===== config.mk =====
export PLATFORM = sky130hd
export DESIGN_NAME = fmsp_uart
export DESIGN_NICKNAME = d
export VERILOG_FILES = /design/src/hw/fmsp_pkg.sv /design/src/hw/fmsp_uart.sv
export SDC_FILE = /design/constraint.sdc
export NUM_CORES = 1
export LEC_CHECK = 0
export ABC_AREA = 1
export BUFFER_PORTS_ARGS = -buffer_cell sky130_fd_sc_hd__buf_2
export CAP_MARGIN = 20
export CORE_UTILIZATION = 30
export CTS_BUF_LIST = sky130_fd_sc_hd__clkbuf_8 sky130_fd_sc_hd__clkbuf_16
export CTS_CLUSTER_SIZE = 8
export DETAILED_ROUTE_END_ITERATION = 10
export PLACE_DENSITY_LB_ADDON = 0.08
export SLEW_MARGIN = 20
export SYNTH_ARGS = -nofsm -noshare
export SYNTH_HDL_FRONTEND = slang
export SYNTH_SLANG_ARGS = --single-unit

===== constraint.sdc =====
create_clock -name core_clk_i -period 2.35 [get_ports core_clk_i]
set_clock_uncertainty 0.2 [all_clocks]
set_input_delay 0 -clock core_clk_i [delete_from_list [all_inputs] [get_ports core_clk_i]]
set_output_delay 0 -clock core_clk_i [all_outputs]
set_load 0.005 [all_outputs]

===== src/hw/fmsp_pkg.sv =====
// constants and types shared by the four mode serial port
package fmsp_pkg;

	// ==========================================================
	// register addresses and reset values
	localparam logic [7:0] CTRL_ADDR  = 8'h98;
	localparam logic [7:0] BUF_ADDR   = 8'h99;
	localparam logic [7:0] CTRL_RESET = 8'h00;
	localparam logic [7:0] BUF_RESET  = 8'h00;

	// ==========================================================
	// control register bit positions
	localparam int unsigned CTRL_MODE_HI_FE = 7;
	localparam int unsigned CTRL_MODE_LO    = 6;
	localparam int unsigned CTRL_MP_CMP     = 5;
	localparam int unsigned CTRL_RX_EN      = 4;
	localparam int unsigned CTRL_TX_NINTH   = 3;
	localparam int unsigned CTRL_RX_NINTH   = 2;
	localparam int unsigned CTRL_TX_DONE    = 1;
	localparam int unsigned CTRL_RX_FULL    = 0;

	// ==========================================================
	// bit timing: 16 oversample ticks per async bit
	localparam logic [3:0] OVS_LAST  = 4'hf;
	localparam logic [3:0] OVS_MID   = 4'h7;
	localparam logic [3:0] FRAME_10  = 4'ha;
	localparam logic [3:0] FRAME_11  = 4'hb;
	localparam logic [3:0] DATA_8    = 4'h8;
	localparam logic [3:0] DATA_9    = 4'h9;
	// shift mode phase lengths minus one (low phase, high phase)
	localparam logic [1:0] M0_DIV6_LO = 2'h2;
	localparam logic [1:0] M0_DIV6_HI = 2'h2;
	localparam logic [1:0] M0_DIV3_LO = 2'h1;
	localparam logic [1:0] M0_DIV3_HI = 2'h0;
	localparam logic [1:0] M0_DIV4_LO = 2'h1;
	localparam logic [1:0] M0_DIV4_HI = 2'h1;
	localparam logic [1:0] M0_DIV2_LO = 2'h0;
	localparam logic [1:0] M0_DIV2_HI = 2'h0;

	// ==========================================================
	// modes and states
	typedef enum logic [1:0] {
		MODE_SHIFT = 2'b00,
		MODE_UART8 = 2'b01,
		MODE_UART9 = 2'b10,
		MODE_UART9_VAR = 2'b11
	} fmsp_mode_t;

	typedef enum logic [1:0] {
		RX_IDLE  = 2'b00,
		RX_START = 2'b01,
		RX_DATA  = 2'b10,
		RX_STOP  = 2'b11
	} fmsp_rx_t;

	typedef enum logic [1:0] {
		M0_IDLE = 2'b00,
		M0_TX   = 2'b01,
		M0_RX   = 2'b10
	} fmsp_m0_t;

endpackage


===== src/hw/fmsp_uart.sv =====
// four mode serial port: register access, shift mode engine, async transmitter and receiver
`timescale 1ns/1ps

// What this block does
// (RL1) transmitter and receiver run concurrently
// (RL2) receive while previous byte unread; overrun drops one
// (RL3) buffer write loads transmit, read returns receive
// (RL4) shift mode: eight bits LSB first, clock out
// (RL5) shift rate sixth/third, quarter/half, or timer 1
// (RL6) mode 1: start, eight data, stop
// (RL7) mode 1 received stop bit into ninth field
// (RL8) mode 1 rate from timer 1 or 2
// (RL9) modes 2/3: eleven bits, ninth from field
// (RL10) mode 2 received ninth stored, stop ignored
// (RL11) mode 2 rate sixteenth or thirty-second of clock
// (RL12) mode 3 equals mode 2, timer rate
// (RL13) buffer write starts transmission in every mode
// (RL14) shift mode receive when not full, enabled
// (RL15) async receive on start bit when enabled
// (RL16) interrupt on receive full and transmit done
// (RL17) control at 98h, bit writable, resets zero
// (RL18) framing error set on bad stop, software clears
// (RL19) bit 7 shows error or mode by select
// (RL20) shift data changes only while clock low
module fmsp_uart (
	// clock and reset
	input  wire logic       core_clk_i,
	input  wire logic       rst_i,
	// special function register port
	input  wire logic [7:0] sfr_addr_i,
	input  wire logic       sfr_wr_i,
	input  wire logic [7:0] sfr_wdata_i,
	input  wire logic       sfr_rd_i,
	input  wire logic       sfr_bit_wr_i,
	input  wire logic [2:0] sfr_bit_sel_i,
	input  wire logic       sfr_bit_val_i,
	output logic      [7:0] sfr_rdata_o,
	// rate selection from the rest of the chip
	input  wire logic       error_access_select_i,
	input  wire logic       fast_timing_i,
	input  wire logic       mode0_slow_i,
	input  wire logic       mode0_timer1_i,
	input  wire logic       mode2_fast_i,
	input  wire logic       tx_timer2_i,
	input  wire logic       rx_timer2_i,
	input  wire logic       timer1_ovf_i,
	input  wire logic       timer2_ovf_i,
	// serial pins
	input  wire logic       rxd_i,
	output logic            rxd_o,
	output logic            rxd_oe_o,
	output logic            txd_o,
	// interrupt request
	output logic            serial_irq_o
);

	// ==========================================================
	// control register fields
	logic       mode_select_hi;
	logic       mode_select_lo;
	logic       multiproc_compare_enable;
	logic       rx_enable;
	logic       tx_ninth_bit;
	logic       rx_ninth_bit;
	logic       tx_done_flag;
	logic       rx_full_flag;
	logic       framing_error_flag;
	logic [7:0] rx_buf;

	fmsp_pkg::fmsp_mode_t mode;
	logic                 ninth_mode;
	logic [7:0]           ctl_we;
	logic [7:0]           ctl_wd;
	logic [7:0]           ctl_rd;
	logic                 buf_wr;

	assign mode       = fmsp_pkg::fmsp_mode_t'({mode_select_hi, mode_select_lo});
	assign ninth_mode = mode_select_hi;
	assign buf_wr     = sfr_wr_i && (sfr_addr_i == fmsp_pkg::BUF_ADDR); // [RL3]

	// byte write replaces all bits, a bit write only the selected one [RL17]
	always_comb begin
		ctl_we = 8'h00;
		ctl_wd = sfr_wdata_i;
		if (sfr_wr_i && sfr_addr_i == fmsp_pkg::CTRL_ADDR) begin
			ctl_we = 8'hff;
		end else if (sfr_bit_wr_i) begin
			ctl_we = 8'h01 << sfr_bit_sel_i;
			ctl_wd = {8{sfr_bit_val_i}};
		end
	end

	assign ctl_rd = {error_access_select_i ? framing_error_flag : mode_select_hi, // [RL19]
		mode_select_lo, multiproc_compare_enable, rx_enable,
		tx_ninth_bit, rx_ninth_bit, tx_done_flag, rx_full_flag};

	// ==========================================================
	// pin synchroniser and rate ticks
	logic rxd_meta;
	logic rxd_s;
	logic rxd_d;
	logic m2_half;
	logic tx_tick;
	logic rx_tick;

	always_ff @(posedge core_clk_i) begin
		if (rst_i) begin
			rxd_meta <= 1'b1;
			rxd_s    <= 1'b1;
			rxd_d    <= 1'b1;
			m2_half  <= 1'b0;
		end else begin
			rxd_meta <= rxd_i;
			rxd_s    <= rxd_meta;
			rxd_d    <= rxd_s;
			m2_half  <= ~m2_half;
		end
	end

	// mode 2 bit is 16 or 32 clocks; modes 1/3 bit is 16 timer overflows
	assign tx_tick = (mode == fmsp_pkg::MODE_UART9) ? (mode2_fast_i | m2_half) :   // [RL11]
		(tx_timer2_i ? timer2_ovf_i : timer1_ovf_i);                               // [RL8] [RL12]
	assign rx_tick = (mode == fmsp_pkg::MODE_UART9) ? (mode2_fast_i | m2_half) :
		(rx_timer2_i ? timer2_ovf_i : timer1_ovf_i);

	// ==========================================================
	// shift mode engine (mode 0)
	fmsp_pkg::fmsp_m0_t m0_state;
	logic [1:0]         m0_cnt;
	logic               m0_hi;
	logic [3:0]         m0_bits;
	logic [7:0]         m0_sh;
	logic [1:0]         m0_last;
	logic               m0_step;
	logic               m0_phase_end;
	logic               m0_done;

	always_comb begin
		if (mode0_timer1_i) begin
			m0_last = 2'h0;
		end else if (fast_timing_i) begin
			m0_last = mode0_slow_i ? (m0_hi ? fmsp_pkg::M0_DIV4_HI : fmsp_pkg::M0_DIV4_LO)
				: (m0_hi ? fmsp_pkg::M0_DIV2_HI : fmsp_pkg::M0_DIV2_LO);
		end else begin
			m0_last = mode0_slow_i ? (m0_hi ? fmsp_pkg::M0_DIV6_HI : fmsp_pkg::M0_DIV6_LO)
				: (m0_hi ? fmsp_pkg::M0_DIV3_HI : fmsp_pkg::M0_DIV3_LO);
		end
	end

	assign m0_step      = mode0_timer1_i ? timer1_ovf_i : 1'b1;                       // [RL5]
	assign m0_phase_end = (m0_state != fmsp_pkg::M0_IDLE) && m0_step && (m0_cnt == m0_last);
	assign m0_done      = m0_phase_end && m0_hi && (m0_bits == fmsp_pkg::DATA_8 - 4'h1);

	always_ff @(posedge core_clk_i) begin
		if (rst_i) begin
			m0_state <= fmsp_pkg::M0_IDLE;
			m0_cnt   <= 2'h0;
			m0_hi    <= 1'b0;
			m0_bits  <= 4'h0;
			m0_sh    <= 8'h00;
		end else if (mode != fmsp_pkg::MODE_SHIFT) begin
			m0_state <= fmsp_pkg::M0_IDLE;
		end else if (buf_wr) begin
			m0_state <= fmsp_pkg::M0_TX;                                            // [RL13]
			m0_sh    <= sfr_wdata_i;
			m0_cnt   <= 2'h0;
			m0_hi    <= 1'b0;
			m0_bits  <= 4'h0;
		end else if (m0_state == fmsp_pkg::M0_IDLE) begin
			if (rx_enable && !rx_full_flag) begin
				m0_state <= fmsp_pkg::M0_RX;                                        // [RL14]
				m0_cnt   <= 2'h0;
				m0_hi    <= 1'b0;
				m0_bits  <= 4'h0;
			end
		end else if (m0_step) begin
			m0_cnt <= m0_phase_end ? 2'h0 : m0_cnt + 2'h1;
			if (m0_phase_end) begin
				m0_hi <= ~m0_hi;
				// sample late in the high phase: the pin synchroniser costs two
				// clocks, so the remote's bit must have settled two clocks before the end of the high phase
				if (m0_hi && m0_state == fmsp_pkg::M0_RX) begin
					m0_sh <= {rxd_s, m0_sh[7:1]};                                    // [RL4]
				end
				if (m0_hi) begin
					// next bit goes out as the clock falls [RL20]
					if (m0_state == fmsp_pkg::M0_TX) begin
						m0_sh <= {1'b1, m0_sh[7:1]};
					end
					m0_bits <= m0_bits + 4'h1;
					if (m0_done) begin
						m0_state <= fmsp_pkg::M0_IDLE;
					end
				end
			end
		end
	end

	// ==========================================================
	// async transmitter (modes 1-3)
	logic        tx_busy;
	logic [10:0] tx_sh;
	logic [3:0]  tx_bits;
	logic [3:0]  tx_sub;
	logic        tx_end;

	assign tx_end = tx_busy && tx_tick && tx_sub == fmsp_pkg::OVS_LAST && tx_bits == 4'h1;

	always_ff @(posedge core_clk_i) begin
		if (rst_i) begin
			tx_busy <= 1'b0;
			tx_sh   <= 11'h7ff;
			tx_bits <= 4'h0;
			tx_sub  <= 4'h0;
		end else if (buf_wr && mode != fmsp_pkg::MODE_SHIFT) begin
			tx_busy <= 1'b1;                                                        // [RL13]
			tx_sub  <= 4'h0;
			tx_bits <= ninth_mode ? fmsp_pkg::FRAME_11 : fmsp_pkg::FRAME_10;
			tx_sh   <= ninth_mode ? {1'b1, tx_ninth_bit, sfr_wdata_i, 1'b0}          // [RL9]
				: {2'b11, sfr_wdata_i, 1'b0};                                       // [RL6]
		end else if (mode == fmsp_pkg::MODE_SHIFT) begin
			tx_busy <= 1'b0;
		end else if (tx_busy && tx_tick) begin
			tx_sub <= tx_sub + 4'h1;
			if (tx_sub == fmsp_pkg::OVS_LAST) begin
				tx_sh   <= {1'b1, tx_sh[10:1]};
				tx_bits <= tx_bits - 4'h1;
				tx_busy <= !tx_end;
			end
		end
	end

	// ==========================================================
	// async receiver (modes 1-3)
	fmsp_pkg::fmsp_rx_t rx_state;
	logic [3:0]         rx_sub;
	logic [3:0]         rx_bits;
	logic [8:0]         rx_sh;
	logic               rx_done;
	logic               rx_stop_bit;
	logic [7:0]         rx_data;
	logic               rx_ninth;
	logic               rx_accept;

	assign rx_done     = rx_state == fmsp_pkg::RX_STOP && rx_tick && rx_sub == fmsp_pkg::OVS_LAST;
	assign rx_stop_bit = rxd_s;
	assign rx_data     = ninth_mode ? rx_sh[7:0] : rx_sh[8:1];
	assign rx_ninth    = ninth_mode ? rx_sh[8] : rx_stop_bit;                        // [RL7] [RL10]
	// a frame finishing while the buffer is still full is dropped [RL2]
	assign rx_accept   = rx_done && !rx_full_flag && (!multiproc_compare_enable || rx_ninth);

	always_ff @(posedge core_clk_i) begin
		if (rst_i) begin
			rx_state <= fmsp_pkg::RX_IDLE;
			rx_sub   <= 4'h0;
			rx_bits  <= 4'h0;
			rx_sh    <= 9'h000;
		end else if (mode == fmsp_pkg::MODE_SHIFT) begin
			rx_state <= fmsp_pkg::RX_IDLE;
		end else begin
			unique case (rx_state)
				fmsp_pkg::RX_IDLE: begin
					if (rx_enable && rxd_d && !rxd_s) begin                         // [RL15] [RL1]
						rx_state <= fmsp_pkg::RX_START;
						rx_sub   <= 4'h0;
					end
				end
				fmsp_pkg::RX_START: begin
					if (rx_tick) begin
						rx_sub <= rx_sub + 4'h1;
						if (rx_sub == fmsp_pkg::OVS_MID) begin
							// a glitch shorter than half a bit is not a start
							rx_state <= rxd_s ? fmsp_pkg::RX_IDLE : fmsp_pkg::RX_DATA;
							rx_sub   <= 4'h0;
							rx_bits  <= 4'h0;
						end
					end
				end
				fmsp_pkg::RX_DATA: begin
					if (rx_tick) begin
						rx_sub <= rx_sub + 4'h1;
						if (rx_sub == fmsp_pkg::OVS_LAST) begin
							rx_sh   <= {rxd_s, rx_sh[8:1]};
							rx_bits <= rx_bits + 4'h1;
							if (rx_bits == (ninth_mode ? fmsp_pkg::DATA_9 : fmsp_pkg::DATA_8)
								- 4'h1) begin
								rx_state <= fmsp_pkg::RX_STOP;
							end
						end
					end
				end
				fmsp_pkg::RX_STOP: begin
					if (rx_tick) begin
						rx_sub <= rx_sub + 4'h1;
						if (rx_done) begin
							rx_state <= fmsp_pkg::RX_IDLE;
						end
					end
				end
			endcase
		end
	end

	// ==========================================================
	// control register, receive buffer; hardware sets win over software clears
	always_ff @(posedge core_clk_i) begin
		if (rst_i) begin
			{mode_select_hi, mode_select_lo, multiproc_compare_enable, rx_enable,
				tx_ninth_bit, rx_ninth_bit, tx_done_flag, rx_full_flag} <= fmsp_pkg::CTRL_RESET; // [RL17]
			framing_error_flag <= 1'b0;
			rx_buf             <= fmsp_pkg::BUF_RESET;
		end else begin
			if (ctl_we[fmsp_pkg::CTRL_MODE_HI_FE] && !error_access_select_i) begin
				mode_select_hi <= ctl_wd[fmsp_pkg::CTRL_MODE_HI_FE];
			end
			if (ctl_we[fmsp_pkg::CTRL_MODE_LO]) begin
				mode_select_lo <= ctl_wd[fmsp_pkg::CTRL_MODE_LO];
			end
			if (ctl_we[fmsp_pkg::CTRL_MP_CMP]) begin
				multiproc_compare_enable <= ctl_wd[fmsp_pkg::CTRL_MP_CMP];
			end
			if (ctl_we[fmsp_pkg::CTRL_RX_EN]) begin
				rx_enable <= ctl_wd[fmsp_pkg::CTRL_RX_EN];
			end
			if (ctl_we[fmsp_pkg::CTRL_TX_NINTH]) begin
				tx_ninth_bit <= ctl_wd[fmsp_pkg::CTRL_TX_NINTH];
			end
			if (rx_accept) begin
				rx_ninth_bit <= rx_ninth;
			end else if (ctl_we[fmsp_pkg::CTRL_RX_NINTH]) begin
				rx_ninth_bit <= ctl_wd[fmsp_pkg::CTRL_RX_NINTH];
			end
			if (tx_end || (m0_done && m0_state == fmsp_pkg::M0_TX)) begin
				tx_done_flag <= 1'b1;
			end else if (ctl_we[fmsp_pkg::CTRL_TX_DONE]) begin
				tx_done_flag <= ctl_wd[fmsp_pkg::CTRL_TX_DONE];
			end
			if (rx_accept || (m0_done && m0_state == fmsp_pkg::M0_RX)) begin
				rx_full_flag <= 1'b1;
				rx_buf       <= rx_accept ? rx_data : {rxd_s, m0_sh[7:1]};
			end else if (ctl_we[fmsp_pkg::CTRL_RX_FULL]) begin
				rx_full_flag <= ctl_wd[fmsp_pkg::CTRL_RX_FULL];
			end
			if (rx_done && !rx_stop_bit) begin
				framing_error_flag <= 1'b1;                                         // [RL18]
			end else if (ctl_we[fmsp_pkg::CTRL_MODE_HI_FE] && error_access_select_i) begin
				framing_error_flag <= ctl_wd[fmsp_pkg::CTRL_MODE_HI_FE];
			end
		end
	end

	// ==========================================================
	// registered outputs
	always_ff @(posedge core_clk_i) begin
		if (rst_i) begin
			sfr_rdata_o  <= 8'h00;
			txd_o        <= 1'b1;
			rxd_o        <= 1'b1;
			rxd_oe_o     <= 1'b0;
			serial_irq_o <= 1'b0;
		end else begin
			if (sfr_rd_i) begin
				sfr_rdata_o <= (sfr_addr_i == fmsp_pkg::CTRL_ADDR) ? ctl_rd :
					(sfr_addr_i == fmsp_pkg::BUF_ADDR) ? rx_buf : 8'h00;            // [RL3]
			end
			txd_o <= (mode == fmsp_pkg::MODE_SHIFT) ?
				(m0_state == fmsp_pkg::M0_IDLE || m0_hi) : tx_sh[0];                // [RL4]
			rxd_o        <= (m0_state == fmsp_pkg::M0_TX) ? m0_sh[0] : 1'b1;
			rxd_oe_o     <= (m0_state == fmsp_pkg::M0_TX);
			serial_irq_o <= rx_full_flag | tx_done_flag;                             // [RL16]
		end
	end

	// ==========================================================
	// assertions
	duplex_rx_a: assert property (@(posedge core_clk_i) disable iff (rst_i) // [RL1]
		(tx_busy && rx_state == fmsp_pkg::RX_IDLE && rx_enable && rxd_d && !rxd_s
			&& mode != fmsp_pkg::MODE_SHIFT) |=> rx_state == fmsp_pkg::RX_START)
		else $error("receiver blocked by transmitter");
	overrun_keep_a: assert property (@(posedge core_clk_i) disable iff (rst_i) // [RL2]
		(rx_done && rx_full_flag) |=> $stable(rx_buf))
		else $error("unread byte overwritten");
	buf_load_a: assert property (@(posedge core_clk_i) disable iff (rst_i) // [RL3]
		(buf_wr && mode != fmsp_pkg::MODE_SHIFT) |=> tx_busy && tx_sh[8:1] == $past(sfr_wdata_i))
		else $error("buffer write did not load transmitter");
	shift_drive_a: assert property (@(posedge core_clk_i) disable iff (rst_i) // [RL4]
		(m0_state == fmsp_pkg::M0_TX) |=> rxd_oe_o)
		else $error("shift mode transmit not driving data pin");
	stop_high_a: assert property (@(posedge core_clk_i) disable iff (rst_i) // [RL6]
		(tx_busy && tx_bits == 4'h1) |-> tx_sh[0])
		else $error("stop bit not high");
	stop_store_a: assert property (@(posedge core_clk_i) disable iff (rst_i) // [RL7]
		(rx_accept && mode == fmsp_pkg::MODE_UART8) |=> rx_ninth_bit == $past(rxd_s))
		else $error("stop bit not stored");
	m0_rx_start_a: assert property (@(posedge core_clk_i) disable iff (rst_i) // [RL14]
		(mode == fmsp_pkg::MODE_SHIFT && m0_state == fmsp_pkg::M0_IDLE && rx_enable
			&& !rx_full_flag && !buf_wr) |=> m0_state == fmsp_pkg::M0_RX)
		else $error("shift mode reception not started");
	rx_disabled_a: assert property (@(posedge core_clk_i) disable iff (rst_i) // [RL15]
		(rx_state == fmsp_pkg::RX_IDLE && !rx_enable) |=> rx_state == fmsp_pkg::RX_IDLE)
		else $error("reception started while disabled");
	irq_raise_a: assert property (@(posedge core_clk_i) disable iff (rst_i) // [RL16]
		(rx_full_flag || tx_done_flag) |=> serial_irq_o)
		else $error("interrupt not raised");
	fe_sticky_a: assert property (@(posedge core_clk_i) disable iff (rst_i) // [RL18]
		(framing_error_flag && !ctl_we[fmsp_pkg::CTRL_MODE_HI_FE]) |=> framing_error_flag)
		else $error("framing error cleared without write");
	data_low_a: assert property (@(posedge core_clk_i) disable iff (rst_i) // [RL20]
		(rxd_oe_o && $past(rxd_oe_o) && $changed(rxd_o)) |-> !txd_o)
		else $error("shift data changed while clock high");

	rx_frame_c: cover property (@(posedge core_clk_i) disable iff (rst_i) rx_accept);
	m0_tx_c: cover property (@(posedge core_clk_i) disable iff (rst_i)
		m0_done && m0_state == fmsp_pkg::M0_TX);
	overrun_c: cover property (@(posedge core_clk_i) disable iff (rst_i)
		rx_done && rx_full_flag);

endmodule


==> flow_summary.json <==
{
  "status": "finished clean",
  "synth_nets": 780,
  "start_util_pct": 30.8,
  "fp.dieW_um": 130,
  "path_clk_slew_ps": 70,
  "hold_violations": 0,
  "cts_tree": "done",
  "die_h_um": 130,
  "powerDensity_mw_per_mm2": 580,
  "worst_ir_drop_vdd_uv": 475,
  "rsz0062_at_grt": "false",
  "report.final.slew_viol_count": 0,
  "numCtsBuffers": 9,
  "drtIter0Drc": 350,
  "wl_per_cell_um": 13.7,
  "synth_area_per_cell_um2": 6.63,
  "critPathSlowestCell": "dfxtp_1",
  "portBuffers": 46,
  "maxSlewHeadroom_pct": 59.7,
  "route.detailed.drc": 0,
  "hold_class": "input port to flop",
  "via_count": 4935,
  "htree_levels": 3,
  "holdWs_ps": 10.2,
  "synthArstFlopShare_pct": 0,
  "fmax_ghz": 0.484,
  "synth_cell_types": 43,
  "clock_latency_ps": 350,
  "firstDrtPassIters": 7,
  "setup_viol": 0,
  "viasPerCell": 4.81,
  "top_layer": "met4",
  "nets": 845,
  "antenna_cells": 0,
  "p_leak_nw": 2.65,
  "critPathKind": "flop to flop",
  "detailedPlace.worstSlack_ps": 220,
  "grt_max_degree": 60,
  "synthCells": 739,
  "rows": 46,
  "antenna_found_initial": 0,
  "grt_use_total_pct": 17.6,
  "core_mm2": 0.0159,
  "yosysWarnings": 0,
  "path_common_cell": "nand2_1",
  "drt-total-wl_um": 14100,
  "maxCapViolCount": 0,
  "m1WireLength_um": 6870,
  "synth-edff-count": 0,
  "fill_cells": 1758,
  "path_cells": "ha_1, nand2_1, nor2_1, nand3_4, inv_1, nand2_1, nand2_1, nand2_1, a21oi_1, nor2_1",
  "slowest_delay_ps": 370,
  "yosys_register_bits": 88,
  "startpoint_type": "flop",
  "gp_congestion": 0.816,
  "die_area_mm2": 0.0168,
  "dp_hpwl_um": 10300,
  "area_growth_pct": 20.6,
  "cp.required_ps": 2390,
  "gr-total-overflow": 0,
  "clockBufferDepth": 2,
  "first_global_vias": 4543,
  "min_period_ps": 2070,
  "cp_max_fo": 10,
  "ys_seq_area_share_pct": 36.0,
  "instances_no_fill": 1025,
  "cts.sink_count": 88,
  "cts-root-buf": "clkbuf_16",
  "io_pins": 47,
  "grt_pass1_wl_um": 22900,
  "arrival_ps": 2110,
  "wl_met2_um": 6490,
  "crit_path_end_kind": "flop",
  "drive_above_1_share_pct": 14.2,
  "tightest_slew_ps": 597,
  "fin_ws_ps": 284,
  "finalSetupTns_ps": 0,
  "met3_length_um": 514,
  "syn-cell-area_mm2": 0.00490,
  "ys.flop_type": "dfxtp_1",
  "ant_nets": 0,
  "dp.cells": 989,
  "fin_crit_sh_pct": 87.9
}
==> metrics by stage <==
step	total power [mW]	cell area, um^2	util [%]
5_1_grt	3.57	5910	37.2
4_1_cts	3.47	5910	37.2
3_5_place_dp	1.85	5380	33.9
2_1_floorplan	1.74	4900	-
6_report	3.43	5910	37.2
3_3_place_gp	1.85	5380	33.9
==> synth_stat cells, types with 10 or more instances <==
master	number	share of area, %
a21oi_1	41	4.2
clkbuf_1	12	0.92
dfxtp_1	88	36
inv_1	82	6.3
nand2_1	182	14
nand3_1	88	9.0
nand4_1	11	1.4
nor2_1	70	5.4
o211ai_1	22	3.4
o21ai_0	38	3.9
o21ai_1	10	1.0
or2_2	10	1.3
==> critical path: cells and delay by family, from the launching register on <==
family | cells | cell delay [ps]
flip-flops | 1 | 370
adder cells (fa/ha/maj) | 1 | 180
AND/OR/NAND/NOR | 7 | 990
buffers and inverters | 1 | 100
AO/OA/AOI/OAI | 1 | 130
==> worst paths after layout <==
path                            slack, ps  depth (start not counted)   startpoint   endpoint
worst max-delay path                  280                         10    rx_sub[0]  rx_buf[5]
worst min register to register        210                          1      m2_half    m2_half
worst max register to register        280                         10    rx_sub[0]  rx_buf[5]
worst min-delay path                   10                          6  rx_timer2_i   rx_sh[0]
==> metal layers <==
layer	up-vias	global-route usage [%]
li1	2550	-
met1	2278	23.9
met2	91	28.1
met3	16	3.36
met4	0	5.47
met5	-	0
==> sequential cells by signal (all words and copies together) (netlist names), 2 cells and up, named ones only <==
| signal | count |
|---|---|
| sfr_rdata_o | 8 |
| m0_state | 2 |
| rx_sh | 9 |
| rx_buf | 8 |
| rx_bits | 4 |
| m0_bits | 4 |
| m0_cnt | 2 |
| tx_sh | 10 |
| m0_sh | 8 |
| rx_sub | 4 |
| tx_sub | 4 |
| tx_bits | 4 |
==> cell usage in the layout (no fill, tap or decap), types with 2 or more instances in the layout <==
master and instances:
a31oi_1 6, nand2_4 2, nand4_1 11, o221ai_1 4, or2_2 10, buf_4 12
nand2_1 181, o21ai_1 10, clkinvlp_4 2, xor2_1 5, nand2_2 3, clkbuf_16 9
buf_2 46, nand3_2 4, nor2_4 3, a21oi_1 41, clkinv_1 2, bufinv_16 2
nor2_1 70, a21boi_0 2, o31ai_1 2, o21ai_0 38, nand3_1 88, nor3_1 7
inv_1 83, o211ai_1 22, nor2_2 5, inv_2 9, dlygate4sd3_1 20, ha_1 6
dfxtp_1 88
==> cell families (layout without fill, tap and decap cells) <==
kind of cell	Yosys count	in the layout	share of synthesized area, %
AO/OA/AOI/OAI	130	130	15.7
XOR/XNOR	6	6	1.07
adder cells (fa/ha/maj)	6	6	1.53
buffers and inverters	118	188	9.71
flip-flops	88	88	36.0
AND/OR/NAND/NOR	391	391	36.0
==> where the power goes <==
part	total (mW)	switching [mW]	internal (mW)
logic	0.297	0.181	0.116
clock network	1.59	0.633	0.956
registers	1.54	0.0228	1.52
total	3.43	0.837	2.59
==> final cells by class <==
class                   instances  area, um^2  share of cell area, %
multi-input cells             533        2660                   45.1
repair buffers                 79         541                   9.15
clock buffers                  10         239                   4.04
inverters                      93         349                   5.91
well taps                     216         270                   4.57
clock inverters                 6        83.8                   1.42
flip-flops and latches         88        1760                   29.8
==> what timing repair did <==
item / in CTS / in global routing
gates resized for setup: 0 / 1
hold buffers: 20 / 0
setup endpoints to repair: 0 / 2
buffers inserted: 0 / 0
endpoints found under the hold margin: 48 / 0
Note: power is estimated with default switching activity, not from simulation.
